File: config.mk
export PLATFORM = sky130hd
export DESIGN_NAME = pfs_port_select
export DESIGN_NICKNAME = d
export VERILOG_FILES = /design/src/rtl/pfs_pkg.sv /design/src/rtl/pfs_rst_if.sv /design/src/rtl/pfs_port_select.sv /design/src/rtl/pfs_reset_catch.sv
export SDC_FILE = /design/constraint.sdc
export NUM_CORES = 1
export LEC_CHECK = 0
export ABC_AREA = 1
export BUFFER_PORTS_ARGS = -buffer_cell sky130_fd_sc_hd__buf_2
export CORE_MARGIN = 1
export CORE_UTILIZATION = 50
export CTS_BUF_LIST = sky130_fd_sc_hd__clkbuf_2 sky130_fd_sc_hd__clkbuf_4 sky130_fd_sc_hd__clkbuf_8
export DETAILED_ROUTE_END_ITERATION = 6
export GPL_TIMING_DRIVEN = 0
export PLACE_DENSITY = 0.68
export SLEW_MARGIN = 10
export SYNTH_ARGS = -nofsm -noshare
export SYNTH_HDL_FRONTEND = slang
export SYNTH_SLANG_ARGS = --single-unit
File: constraint.sdc
create_clock -name mclk_i -period 36.3 [get_ports mclk_i]
set_clock_uncertainty 0.05 [all_clocks]
set_input_delay 7.26 -clock mclk_i [delete_from_list [all_inputs] [get_ports mclk_i]]
set_output_delay 7.26 -clock mclk_i [all_outputs]
set_load 0.02 [all_outputs]
File: src/rtl/pfs_pkg.sv
// Constants shared by the port pin function selector
package pfs_pkg;

	// ==========================================================
	// Port widths
	localparam int PORT_B_W = 8;
	localparam int PORT_C_W = 7;
	localparam int PORT_D_W = 8;
	localparam int PIN_W = PORT_B_W + PORT_C_W + PORT_D_W;

	// ==========================================================
	// Pin positions
	localparam int PB_SIX = 6;
	localparam int PB_SEVEN = 7;
	localparam int PC_SIX = 6;

	// ==========================================================
	// Register offsets
	localparam logic [7:0] OFS_OUT_B = 8'h00;
	localparam logic [7:0] OFS_DIR_B = 8'h04;
	localparam logic [7:0] OFS_PULL_B = 8'h08;
	localparam logic [7:0] OFS_IN_B = 8'h0c;
	localparam logic [7:0] OFS_OUT_C = 8'h10;
	localparam logic [7:0] OFS_DIR_C = 8'h14;
	localparam logic [7:0] OFS_PULL_C = 8'h18;
	localparam logic [7:0] OFS_IN_C = 8'h1c;
	localparam logic [7:0] OFS_OUT_D = 8'h20;
	localparam logic [7:0] OFS_DIR_D = 8'h24;
	localparam logic [7:0] OFS_PULL_D = 8'h28;
	localparam logic [7:0] OFS_IN_D = 8'h2c;
	localparam logic [7:0] OFS_CFG = 8'h30;
	localparam logic [7:0] OFS_STAT = 8'h34;

	// ==========================================================
	// Field positions
	localparam int CFG_ASYNC_EN = 0;
	localparam int STAT_EXT_OSC = 0;
	localparam int STAT_RST_DIS = 1;
	localparam int STAT_MAIN_OSC = 2;
	localparam int STAT_TIMER_OSC = 3;
	localparam int STAT_PIN_RST = 4;
	localparam int STAT_FUSE_OK = 5;

	// ==========================================================
	// Reset values
	localparam logic [7:0] RST_BYTE = 8'h00;

	// ==========================================================
	// Timing
	localparam int CLK_PERIOD_PS = 5000;
	localparam int RST_MIN_PULSE_NS = 1500;
	localparam int RST_HOLD_CYC = (RST_MIN_PULSE_NS * 1000 + CLK_PERIOD_PS - 1) / CLK_PERIOD_PS;
	localparam int RST_CNT_W = 12;

endpackage

File: src/rtl/pfs_rst_if.sv
// Link between the selector core and its reset pin catcher
interface pfs_rst_if;
	logic arm_n;
	logic req;

	modport core (
		output arm_n,
		input req
	);

	modport catcher (
		input arm_n,
		output req
	);
endinterface

File: src/rtl/pfs_port_select.sv
// Port pin function selector: three ports, oscillator and reset pin claims
// Behaviour
// - Every port pin floats while any reset is active, clock or not.
// - Ports B and D are eight independent bidirectional bits.
// - Port C has seven bits; the top bit depends on the reset-disable fuse.
// - Each bit has its own pull-up enable.
// - External oscillator fuse gives port B bit six to the oscillator input.
// - External oscillator fuse gives port B bit seven to the amplifier output.
// - Internal RC plus async timer enable gives port B bits 7:6 to timer oscillator.
// - Reset-disable fuse programmed: port C bit six is plain I/O.
// - Reset-disable fuse clear: port C bit six is an active-low reset input.
// - Any low on the reset pin resets at once, even with clock stopped.
module pfs_port_select #(
	parameter int RST_HOLD_CYC = pfs_pkg::RST_HOLD_CYC
) (
	// Clock and reset
	input wire logic mclk_i,
	input wire logic rst_n_i,
	// Fuses
	input wire logic clk_sel_ext_osc_fuse_i,
	input wire logic reset_pin_disable_fuse_i,
	// Register port
	input wire logic [7:0] reg_addr_i,
	input wire logic [7:0] reg_wdata_i,
	input wire logic reg_wr_i,
	input wire logic reg_rd_i,
	output logic [7:0] reg_rdata_o,
	// Port B pins
	input wire logic [pfs_pkg::PORT_B_W-1:0] port_b_i,
	output logic [pfs_pkg::PORT_B_W-1:0] port_b_o,
	output logic [pfs_pkg::PORT_B_W-1:0] port_b_oe_o,
	output logic [pfs_pkg::PORT_B_W-1:0] port_b_pu_o,
	// Port C pins
	input wire logic [pfs_pkg::PORT_C_W-1:0] port_c_i,
	output logic [pfs_pkg::PORT_C_W-1:0] port_c_o,
	output logic [pfs_pkg::PORT_C_W-1:0] port_c_oe_o,
	output logic [pfs_pkg::PORT_C_W-1:0] port_c_pu_o,
	// Port D pins
	input wire logic [pfs_pkg::PORT_D_W-1:0] port_d_i,
	output logic [pfs_pkg::PORT_D_W-1:0] port_d_o,
	output logic [pfs_pkg::PORT_D_W-1:0] port_d_oe_o,
	output logic [pfs_pkg::PORT_D_W-1:0] port_d_pu_o,
	// Oscillator and reset hand-off
	output logic main_osc_en_o,
	output logic timer_osc_en_o,
	output logic sys_reset_o
);

	initial begin
		if (RST_HOLD_CYC < 1) begin
			$error("pfs_port_select: RST_HOLD_CYC must be at least one");
		end

		// Bus is one byte wide, so no port may be wider
		if (pfs_pkg::PORT_B_W > 8 || pfs_pkg::PORT_C_W > 8 || pfs_pkg::PORT_D_W > 8) begin
			$error("pfs_port_select: a port is wider than the register bus");
		end

		if (pfs_pkg::PB_SIX >= pfs_pkg::PORT_B_W || pfs_pkg::PB_SEVEN >= pfs_pkg::PORT_B_W) begin
			$error("pfs_port_select: oscillator pins lie outside port B");
		end

		if (pfs_pkg::PC_SIX >= pfs_pkg::PORT_C_W) begin
			$error("pfs_port_select: reset pin lies outside port C");
		end
		if (pfs_pkg::CFG_ASYNC_EN > 7 || pfs_pkg::STAT_FUSE_OK > 7) begin
			$error("pfs_port_select: status or config field outside the byte");
		end
	end

	localparam int BW = pfs_pkg::PORT_B_W;
	localparam int CW = pfs_pkg::PORT_C_W;
	localparam int DW = pfs_pkg::PORT_D_W;
	localparam int PW = pfs_pkg::PIN_W;

	typedef struct packed {
		logic [BW-1:0] out_b;
		logic [BW-1:0] dir_b;
		logic [BW-1:0] pull_b;
		logic [CW-1:0] out_c;
		logic [CW-1:0] dir_c;
		logic [CW-1:0] pull_c;
		logic [DW-1:0] out_d;
		logic [DW-1:0] dir_d;
		logic [DW-1:0] pull_d;
		logic async_en;
		logic fuse_ok;
		logic fuse_ext_osc;
		logic fuse_rst_dis;
		logic [PW-1:0] sync1;
		logic [PW-1:0] sync2;
		logic [BW-1:0] pad_b;
		logic [BW-1:0] oe_b;
		logic [BW-1:0] pu_b;
		logic [CW-1:0] pad_c;
		logic [CW-1:0] oe_c;
		logic [CW-1:0] pu_c;
		logic [DW-1:0] pad_d;
		logic [DW-1:0] oe_d;
		logic [DW-1:0] pu_d;
		logic main_osc;
		logic timer_osc;
		logic [7:0] rdata;
	} pfs_state_s;

	pfs_state_s st_r;
	pfs_state_s st_nxt;

	// ==========================================================
	// Reset pin catcher
	pfs_rst_if rif ();

	// Fuse is static silicon, so feeding it straight in is glitch free
	// Either reset arms the catcher, so sys_reset_o covers both
	assign rif.arm_n = (port_c_i[pfs_pkg::PC_SIX] | reset_pin_disable_fuse_i) & rst_n_i;

	pfs_reset_catch #(
		.HOLD_CYC(RST_HOLD_CYC)
	) u_catch (
		.mclk_i(mclk_i),
		.rif(rif)
	);

	// Pin reset and system reset both float the pads
	logic rst_all_n;
	assign rst_all_n = rst_n_i & ~rif.req;

	assign sys_reset_o = rif.req;

	// ==========================================================
	// Helpers
	function automatic logic [7:0] pad8(input logic [DW-1:0] v);
		pad8 = 8'(v);
	endfunction

	function automatic logic [7:0] pad7(input logic [CW-1:0] v);
		pad7 = 8'(v);
	endfunction

	// Register selected by an address
	typedef enum {
		REG_OUT_B,
		REG_DIR_B,
		REG_PULL_B,
		REG_IN_B,
		REG_OUT_C,
		REG_DIR_C,
		REG_PULL_C,
		REG_IN_C,
		REG_OUT_D,
		REG_DIR_D,
		REG_PULL_D,
		REG_IN_D,
		REG_CFG,
		REG_STAT,
		REG_NONE
	} pfs_reg_e;

	// One decode keeps the write and read maps in step
	function automatic pfs_reg_e reg_sel(input logic [7:0] a);
		unique case (a)
			pfs_pkg::OFS_OUT_B: reg_sel = REG_OUT_B;
			pfs_pkg::OFS_DIR_B: reg_sel = REG_DIR_B;
			pfs_pkg::OFS_PULL_B: reg_sel = REG_PULL_B;
			pfs_pkg::OFS_IN_B: reg_sel = REG_IN_B;
			pfs_pkg::OFS_OUT_C: reg_sel = REG_OUT_C;
			pfs_pkg::OFS_DIR_C: reg_sel = REG_DIR_C;
			pfs_pkg::OFS_PULL_C: reg_sel = REG_PULL_C;
			pfs_pkg::OFS_IN_C: reg_sel = REG_IN_C;
			pfs_pkg::OFS_OUT_D: reg_sel = REG_OUT_D;
			pfs_pkg::OFS_DIR_D: reg_sel = REG_DIR_D;
			pfs_pkg::OFS_PULL_D: reg_sel = REG_PULL_D;
			pfs_pkg::OFS_IN_D: reg_sel = REG_IN_D;
			pfs_pkg::OFS_CFG: reg_sel = REG_CFG;
			pfs_pkg::OFS_STAT: reg_sel = REG_STAT;
			default: reg_sel = REG_NONE;
		endcase
	endfunction

	// Shared pin driver: claimed pins let go of everything
	function automatic logic [2:0] drive(input logic o, input logic d, input logic p, input logic claim);
		if (claim) begin
			drive = 3'b000;
		end else begin
			drive = {o & d, d, p & ~d};
		end
	endfunction

	// ==========================================================
	// Pin claims
	logic claim_main;
	logic claim_timer;
	logic claim_rst;
	logic [BW-1:0] claim_b;
	logic [CW-1:0] claim_c;

	always_comb begin
		claim_main = st_r.fuse_ok & st_r.fuse_ext_osc;
		claim_timer = st_r.fuse_ok & ~st_r.fuse_ext_osc & st_r.async_en;
		claim_rst = ~st_r.fuse_ok | ~st_r.fuse_rst_dis;
		claim_b = '0;
		claim_b[pfs_pkg::PB_SIX] = claim_main | claim_timer;
		claim_b[pfs_pkg::PB_SEVEN] = claim_main | claim_timer;
		claim_c = '0;
		claim_c[pfs_pkg::PC_SIX] = claim_rst;
	end

	// ==========================================================
	// Synchronised pin view, claimed bits read as zero
	logic [BW-1:0] in_b;
	logic [CW-1:0] in_c;
	logic [DW-1:0] in_d;

	always_comb begin
		in_b = st_r.sync2[BW-1:0] & ~claim_b;
		in_c = st_r.sync2[BW+CW-1:BW] & ~claim_c;
		in_d = st_r.sync2[PW-1:BW+CW];
	end

	// ==========================================================
	// Next state
	logic [2:0] drv_b [BW];
	logic [2:0] drv_c [CW];
	logic [2:0] drv_d [DW];

	genvar g;
	generate
		for (g = 0; g < BW; g++) begin : g_b
			assign drv_b[g] = drive(st_r.out_b[g], st_r.dir_b[g], st_r.pull_b[g], claim_b[g]);
		end
		for (g = 0; g < CW; g++) begin : g_c
			assign drv_c[g] = drive(st_r.out_c[g], st_r.dir_c[g], st_r.pull_c[g], claim_c[g]);
		end
		for (g = 0; g < DW; g++) begin : g_d
			assign drv_d[g] = drive(st_r.out_d[g], st_r.dir_d[g], st_r.pull_d[g], 1'b0);
		end
	endgenerate

	always_comb begin
		st_nxt = st_r;

		// Fuses caught once after reset release
		if (!st_r.fuse_ok) begin
			st_nxt.fuse_ok = 1'b1;
			st_nxt.fuse_ext_osc = clk_sel_ext_osc_fuse_i;
			st_nxt.fuse_rst_dis = reset_pin_disable_fuse_i;
		end

		// Two-stage pin synchronisers
		st_nxt.sync1 = {port_d_i, port_c_i, port_b_i};
		st_nxt.sync2 = st_r.sync1;

		// Register writes
		if (reg_wr_i) begin
			unique case (reg_sel(reg_addr_i))
				REG_OUT_B: st_nxt.out_b = reg_wdata_i[BW-1:0];
				REG_DIR_B: st_nxt.dir_b = reg_wdata_i[BW-1:0];
				REG_PULL_B: st_nxt.pull_b = reg_wdata_i[BW-1:0];
				REG_OUT_C: st_nxt.out_c = reg_wdata_i[CW-1:0];
				REG_DIR_C: st_nxt.dir_c = reg_wdata_i[CW-1:0];
				REG_PULL_C: st_nxt.pull_c = reg_wdata_i[CW-1:0];
				REG_OUT_D: st_nxt.out_d = reg_wdata_i[DW-1:0];
				REG_DIR_D: st_nxt.dir_d = reg_wdata_i[DW-1:0];
				REG_PULL_D: st_nxt.pull_d = reg_wdata_i[DW-1:0];
				REG_CFG: st_nxt.async_en = reg_wdata_i[pfs_pkg::CFG_ASYNC_EN];
				default: begin
				end
			endcase
		end

		// Register reads, data one cycle later, zero when idle or unmapped
		st_nxt.rdata = pfs_pkg::RST_BYTE;
		if (reg_rd_i) begin
			unique case (reg_sel(reg_addr_i))
				REG_OUT_B: st_nxt.rdata = pad8(st_r.out_b);
				REG_DIR_B: st_nxt.rdata = pad8(st_r.dir_b);
				REG_PULL_B: st_nxt.rdata = pad8(st_r.pull_b);
				REG_IN_B: st_nxt.rdata = pad8(in_b);
				REG_OUT_C: st_nxt.rdata = pad7(st_r.out_c);
				REG_DIR_C: st_nxt.rdata = pad7(st_r.dir_c);
				REG_PULL_C: st_nxt.rdata = pad7(st_r.pull_c);
				REG_IN_C: st_nxt.rdata = pad7(in_c);
				REG_OUT_D: st_nxt.rdata = pad8(st_r.out_d);
				REG_DIR_D: st_nxt.rdata = pad8(st_r.dir_d);
				REG_PULL_D: st_nxt.rdata = pad8(st_r.pull_d);
				REG_IN_D: st_nxt.rdata = pad8(in_d);
				REG_CFG: st_nxt.rdata[pfs_pkg::CFG_ASYNC_EN] = st_r.async_en;
				// Claims read back so software sees who owns each pin
				REG_STAT: begin
					st_nxt.rdata[pfs_pkg::STAT_EXT_OSC] = st_r.fuse_ext_osc;
					st_nxt.rdata[pfs_pkg::STAT_RST_DIS] = st_r.fuse_rst_dis;
					st_nxt.rdata[pfs_pkg::STAT_MAIN_OSC] = claim_main;
					st_nxt.rdata[pfs_pkg::STAT_TIMER_OSC] = claim_timer;
					st_nxt.rdata[pfs_pkg::STAT_PIN_RST] = claim_rst;
					st_nxt.rdata[pfs_pkg::STAT_FUSE_OK] = st_r.fuse_ok;
				end
				default: begin
				end
			endcase
		end

		// Pad drivers, one cycle behind the settings
		// Registering the pads costs a cycle but keeps every pin glitch free
		for (int i = 0; i < BW; i++) begin
			{st_nxt.pad_b[i], st_nxt.oe_b[i], st_nxt.pu_b[i]} = drv_b[i];
		end
		for (int i = 0; i < CW; i++) begin
			{st_nxt.pad_c[i], st_nxt.oe_c[i], st_nxt.pu_c[i]} = drv_c[i];
		end
		for (int i = 0; i < DW; i++) begin
			{st_nxt.pad_d[i], st_nxt.oe_d[i], st_nxt.pu_d[i]} = drv_d[i];
		end
		st_nxt.main_osc = claim_main;
		st_nxt.timer_osc = claim_timer;
	end

	// ==========================================================
	// State register; any reset drops every enable without a clock
	always_ff @(posedge mclk_i or negedge rst_all_n) begin
		if (!rst_all_n) begin
			st_r <= '0;
		end else begin
			st_r <= st_nxt;
		end
	end

	// ==========================================================
	// Outputs
	assign reg_rdata_o = st_r.rdata;
	assign port_b_o = st_r.pad_b;
	assign port_b_oe_o = st_r.oe_b;
	assign port_b_pu_o = st_r.pu_b;
	assign port_c_o = st_r.pad_c;
	assign port_c_oe_o = st_r.oe_c;
	assign port_c_pu_o = st_r.pu_c;
	assign port_d_o = st_r.pad_d;
	assign port_d_oe_o = st_r.oe_d;
	assign port_d_pu_o = st_r.pu_d;
	assign main_osc_en_o = st_r.main_osc;
	assign timer_osc_en_o = st_r.timer_osc;

endmodule

File: src/rtl/pfs_reset_catch.sv
// Reset pin catcher: asynchronous capture, clocked release and stretch
module pfs_reset_catch #(
	parameter int HOLD_CYC = pfs_pkg::RST_HOLD_CYC
) (
	// Clock
	input wire logic mclk_i,
	// Link to core
	pfs_rst_if.catcher rif
);

	initial begin
		if (HOLD_CYC < 1 || HOLD_CYC >= (1 << pfs_pkg::RST_CNT_W)) begin
			$error("pfs_reset_catch: HOLD_CYC out of range");
		end
	end

	localparam logic [pfs_pkg::RST_CNT_W-1:0] HOLD = HOLD_CYC[pfs_pkg::RST_CNT_W-1:0];

	typedef struct packed {
		logic rel1;
		logic rel2;
		logic [pfs_pkg::RST_CNT_W-1:0] cnt;
		logic req;
	} pfs_catch_s;

	pfs_catch_s st_r;
	pfs_catch_s st_nxt;

	// ==========================================================
	// Release path
	always_comb begin
		st_nxt = st_r;
		st_nxt.rel1 = 1'b1;
		st_nxt.rel2 = st_r.rel1;
		if (!st_r.rel2) begin
			st_nxt.cnt = HOLD;
		end else if (st_r.cnt != '0) begin
			st_nxt.cnt = st_r.cnt - 1'b1;
		end
		st_nxt.req = !st_r.rel2 || (st_r.cnt != '0);
	end

	// Low pin grabs the request with no clock edge needed
	always_ff @(posedge mclk_i or negedge rif.arm_n) begin
		if (!rif.arm_n) begin
			st_r <= '{rel1: 1'b0, rel2: 1'b0, cnt: '0, req: 1'b1};
		end else begin
			st_r <= st_nxt;
		end
	end

	assign rif.req = st_r.req;

endmodule

==> flow_summary.json <==
{
  "fp.dieH_um": 134,
  "powerDensity_nw_per_um2": 48.3,
  "final_common_cell": "dfrtp_1",
  "fp.dieW_um": 134,
  "hp-class": "reg2reg",
  "top_register": "st_r",
  "path_clk_slew_ns": 0.06,
  "grt_pass1_wl_um": 31000,
  "grt.busiest_layer": "met2",
  "timing.final.crit_share_pct": 23.8,
  "finalHoldViolCount": 0,
  "core_um2": 16800,
  "route.antenna.remaining_nets": 0,
  "nFillCells": 1434,
  "critPathMaxFanout": 10,
  "post-dp-hpwl_um": 14500,
  "worstPathArrival_ns": 9.00,
  "drc_errors": 0,
  "post_drt_via_cell_ratio": 4.90,
  "cp_top_family": "simple AND/OR/NAND/NOR gates",
  "largest_reg_flops": 68,
  "tns_ns": 0,
  "rsz0062_at_grt": "false",
  "drtIter0Drc": 532,
  "met3_usage_pct": 4.60,
  "grt_antenna_before_repair": 2,
  "drive_gt1_share_pct": 28.9,
  "cts-resized-gates": 0,
  "numCtsBuffers": 34,
  "fp-row-count": 47,
  "path_class": "in2reg",
  "vias": 6404,
  "ir_drop_mv": 0.0347,
  "ys_seq_area_share_pct": 61.6,
  "clk-insertion-delay-late_ns": 0.52,
  "cts_tree": "yes",
  "cts-hold-fix-buffers": 0,
  "path_common_cell": "buf_2",
  "dp.cells": 1248,
  "wl_per_cell_um": 14.9,
  "synth_cells": 896,
  "synth.distinct_cells": 31,
  "min_path_cells": 0,
  "fin_nets": 1110,
  "port_buffers": 123,
  "die_area_um2": 17800,
  "layout_common_cells": "212 x dfrtp_1, 187 x nand2_1, 139 x buf_2, 90 x inv_1, 79 x buf_4",
  "yosys_register_bits": 213,
  "leakage_uw": 0.00574,
  "critPathMaxStageDelay_ns": 0.30,
  "slowest_stage": "buf_2",
  "use_met1_pct": 31.8,
  "synthToLayoutAreaGrowth_pct": 20.9,
  "met2_usage_pct": 34.0,
  "postSynthAreaPerCell_um2": 9.66,
  "power_uw": 506,
  "netlist_area_um2": 8650,
  "status": "finished clean",
  "grt_overflow_total": 0,
  "grt.total_usage_pct": 22.8,
  "max-cap-violations": 0,
  "synth_warnings": 0,
  "fin_crit_ns": 8.62,
  "setup_viol": 0,
  "grt_max_degree": 33,
  "cts_root_buf": "clkbuf_8",
  "fmax_mhz": 116,
  "critPathRequiredTime_ns": 36.67,
  "routed_wl_um": 19400,
  "critPathLaunchType": "primary input",
  "drt_pre_antenna_iters": 5,
  "max_slew_margin_pct": 50.1,
  "tightest_slew_ns": 0.748,
  "maxSlewViolCount": 0,
  "setup.worst_path.end_class": "flip-flop",
  "crit_cells": 9,
  "cp_num_buf_inv": 2,
  "clock_sinks": 213,
  "grt_pass1_vias": 6041,
  "io_pins": 125,
  "clockBufferDepth": 3,
  "post_cts_buffers": 0,
  "place.gp.congestion": 0.903,
  "initial_core_util_pct": 51.6,
  "reg2reg_depth": 9,
  "cp_cell_sequence": "buf_2 > nor2_2 > nand3_1 > nor2_4 > buf_2 > nand4_1 > o21ai_0 > nor2_1 > a21oi_1",
  "fin_cells": 1307,
  "htree_levels": 2
}
-- final timing paths --
check | slack [ns] | from | to
max reg2reg | 34.48 | u_catch.st_r[1]$_DFFE_PN0P_ | u_catch.st_r[4]$_DFFE_PN0P_
max in group asynchronous | 28.50 | rst_n_i | port_b_oe_o[7]$_DFF_PN0_
max | 27.68 | reg_addr_i[7] | reg_rdata_o[7]$_DFF_PN0_
min | 0.29 | st_nxt[80]$_DFF_PN0_ | st_r[80]$_DFF_PN0_
min in group asynchronous | 0.31 | u_catch.rif.req$_DFF_PN1_ | st_nxt[93]$_DFF_PN0_
min reg2reg | 0.29 | st_nxt[80]$_DFF_PN0_ | st_r[80]$_DFF_PN0_
-- cells by family after synthesis --
logic type | Yosys count | share of synthesized area, %
buffers and inverters | 198 | 12.6
xor gates and xnor gates | 2 | 0.202
AOI/OAI and AO/OA | 92 | 5.42
adders and majority gates | 1 | 0.145
DFF | 213 | 61.6
and+or+nand+nor | 389 | 20.0
other | 1 | 0.0433
-- synthesized netlist by cell type, drive strengths merged --
cell type	n	area, um^2
and3	1	6.26
o21ai	83	415
nand2	191	727
xor2	2	17.5
clkinv	1	3.75
nand3	75	380
ha	1	12.5
clkbuf	4	15.0
dfrtp	212	5310
nor2	85	367
a211oi	1	7.51
inv	94	353
nand3b	1	7.51
a21oi	5	25.0
conb	1	3.75
a31o	1	8.76
dfstp	1	26.3
buf	99	718
nor3	11	55.1
o22ai	2	12.5
nor4	5	61.3
nand4	20	125
-- where the power goes --
group	leakage [uW]	internal [uW]	total [uW]	switching (uW)
Combinational	0.00257	16.3	40.5	24.1
Sequential	0.00279	252	258	6.16
Clock	0.000376	119	207	87.9
-- worst register-to-register path, stage by stage (launching register included) --
cell      delay [ns]
dfrtp_1         0.39
inv_1           0.10
ha_1            0.22
nand3_1         0.14
inv_1           0.11
nand3_1         0.20
nand2_1         0.20
nor2_1          0.07
a211oi_1        0.17
inv_1           0.06
-- through the flow --
stage                     util (%)  worst slack [ns]  hold slack [ns]  area (um^2)
after global routing          62.4             27.60            0.301        10500
after global placement        57.0             12.83            0.283         9550
after CTS                     62.4             27.74            0.296        10500
after detailed placement      58.2             27.20            0.285         9760
final                         62.4             27.68            0.295        10500
after floorplan                  -             17.01            0.281         8660
-- cell type report --
class                      instances  area, um^2  area share [%]
sequential                       213        5330            50.9
buffer                           103         733            7.01
clock buffer                      53         679            6.49
clock inverter                     5        27.5           0.263
timing repair buffer             131         813            7.77
inverter                          95         357            3.41
antenna                            1        2.50          0.0239
tap                              220         275            2.63
multi-input combinational        486        2250            21.5
-- metal layers --
layer	wire length [um]	part of all wire [%]	vias up
met1	8580	44	2978
met4	696	3.6	2
li1	-	-	3121
met2	8760	45	257
met5	10	0.052	-
met3	1360	7.0	46
Note: power is estimated with default switching activity, not from simulation.
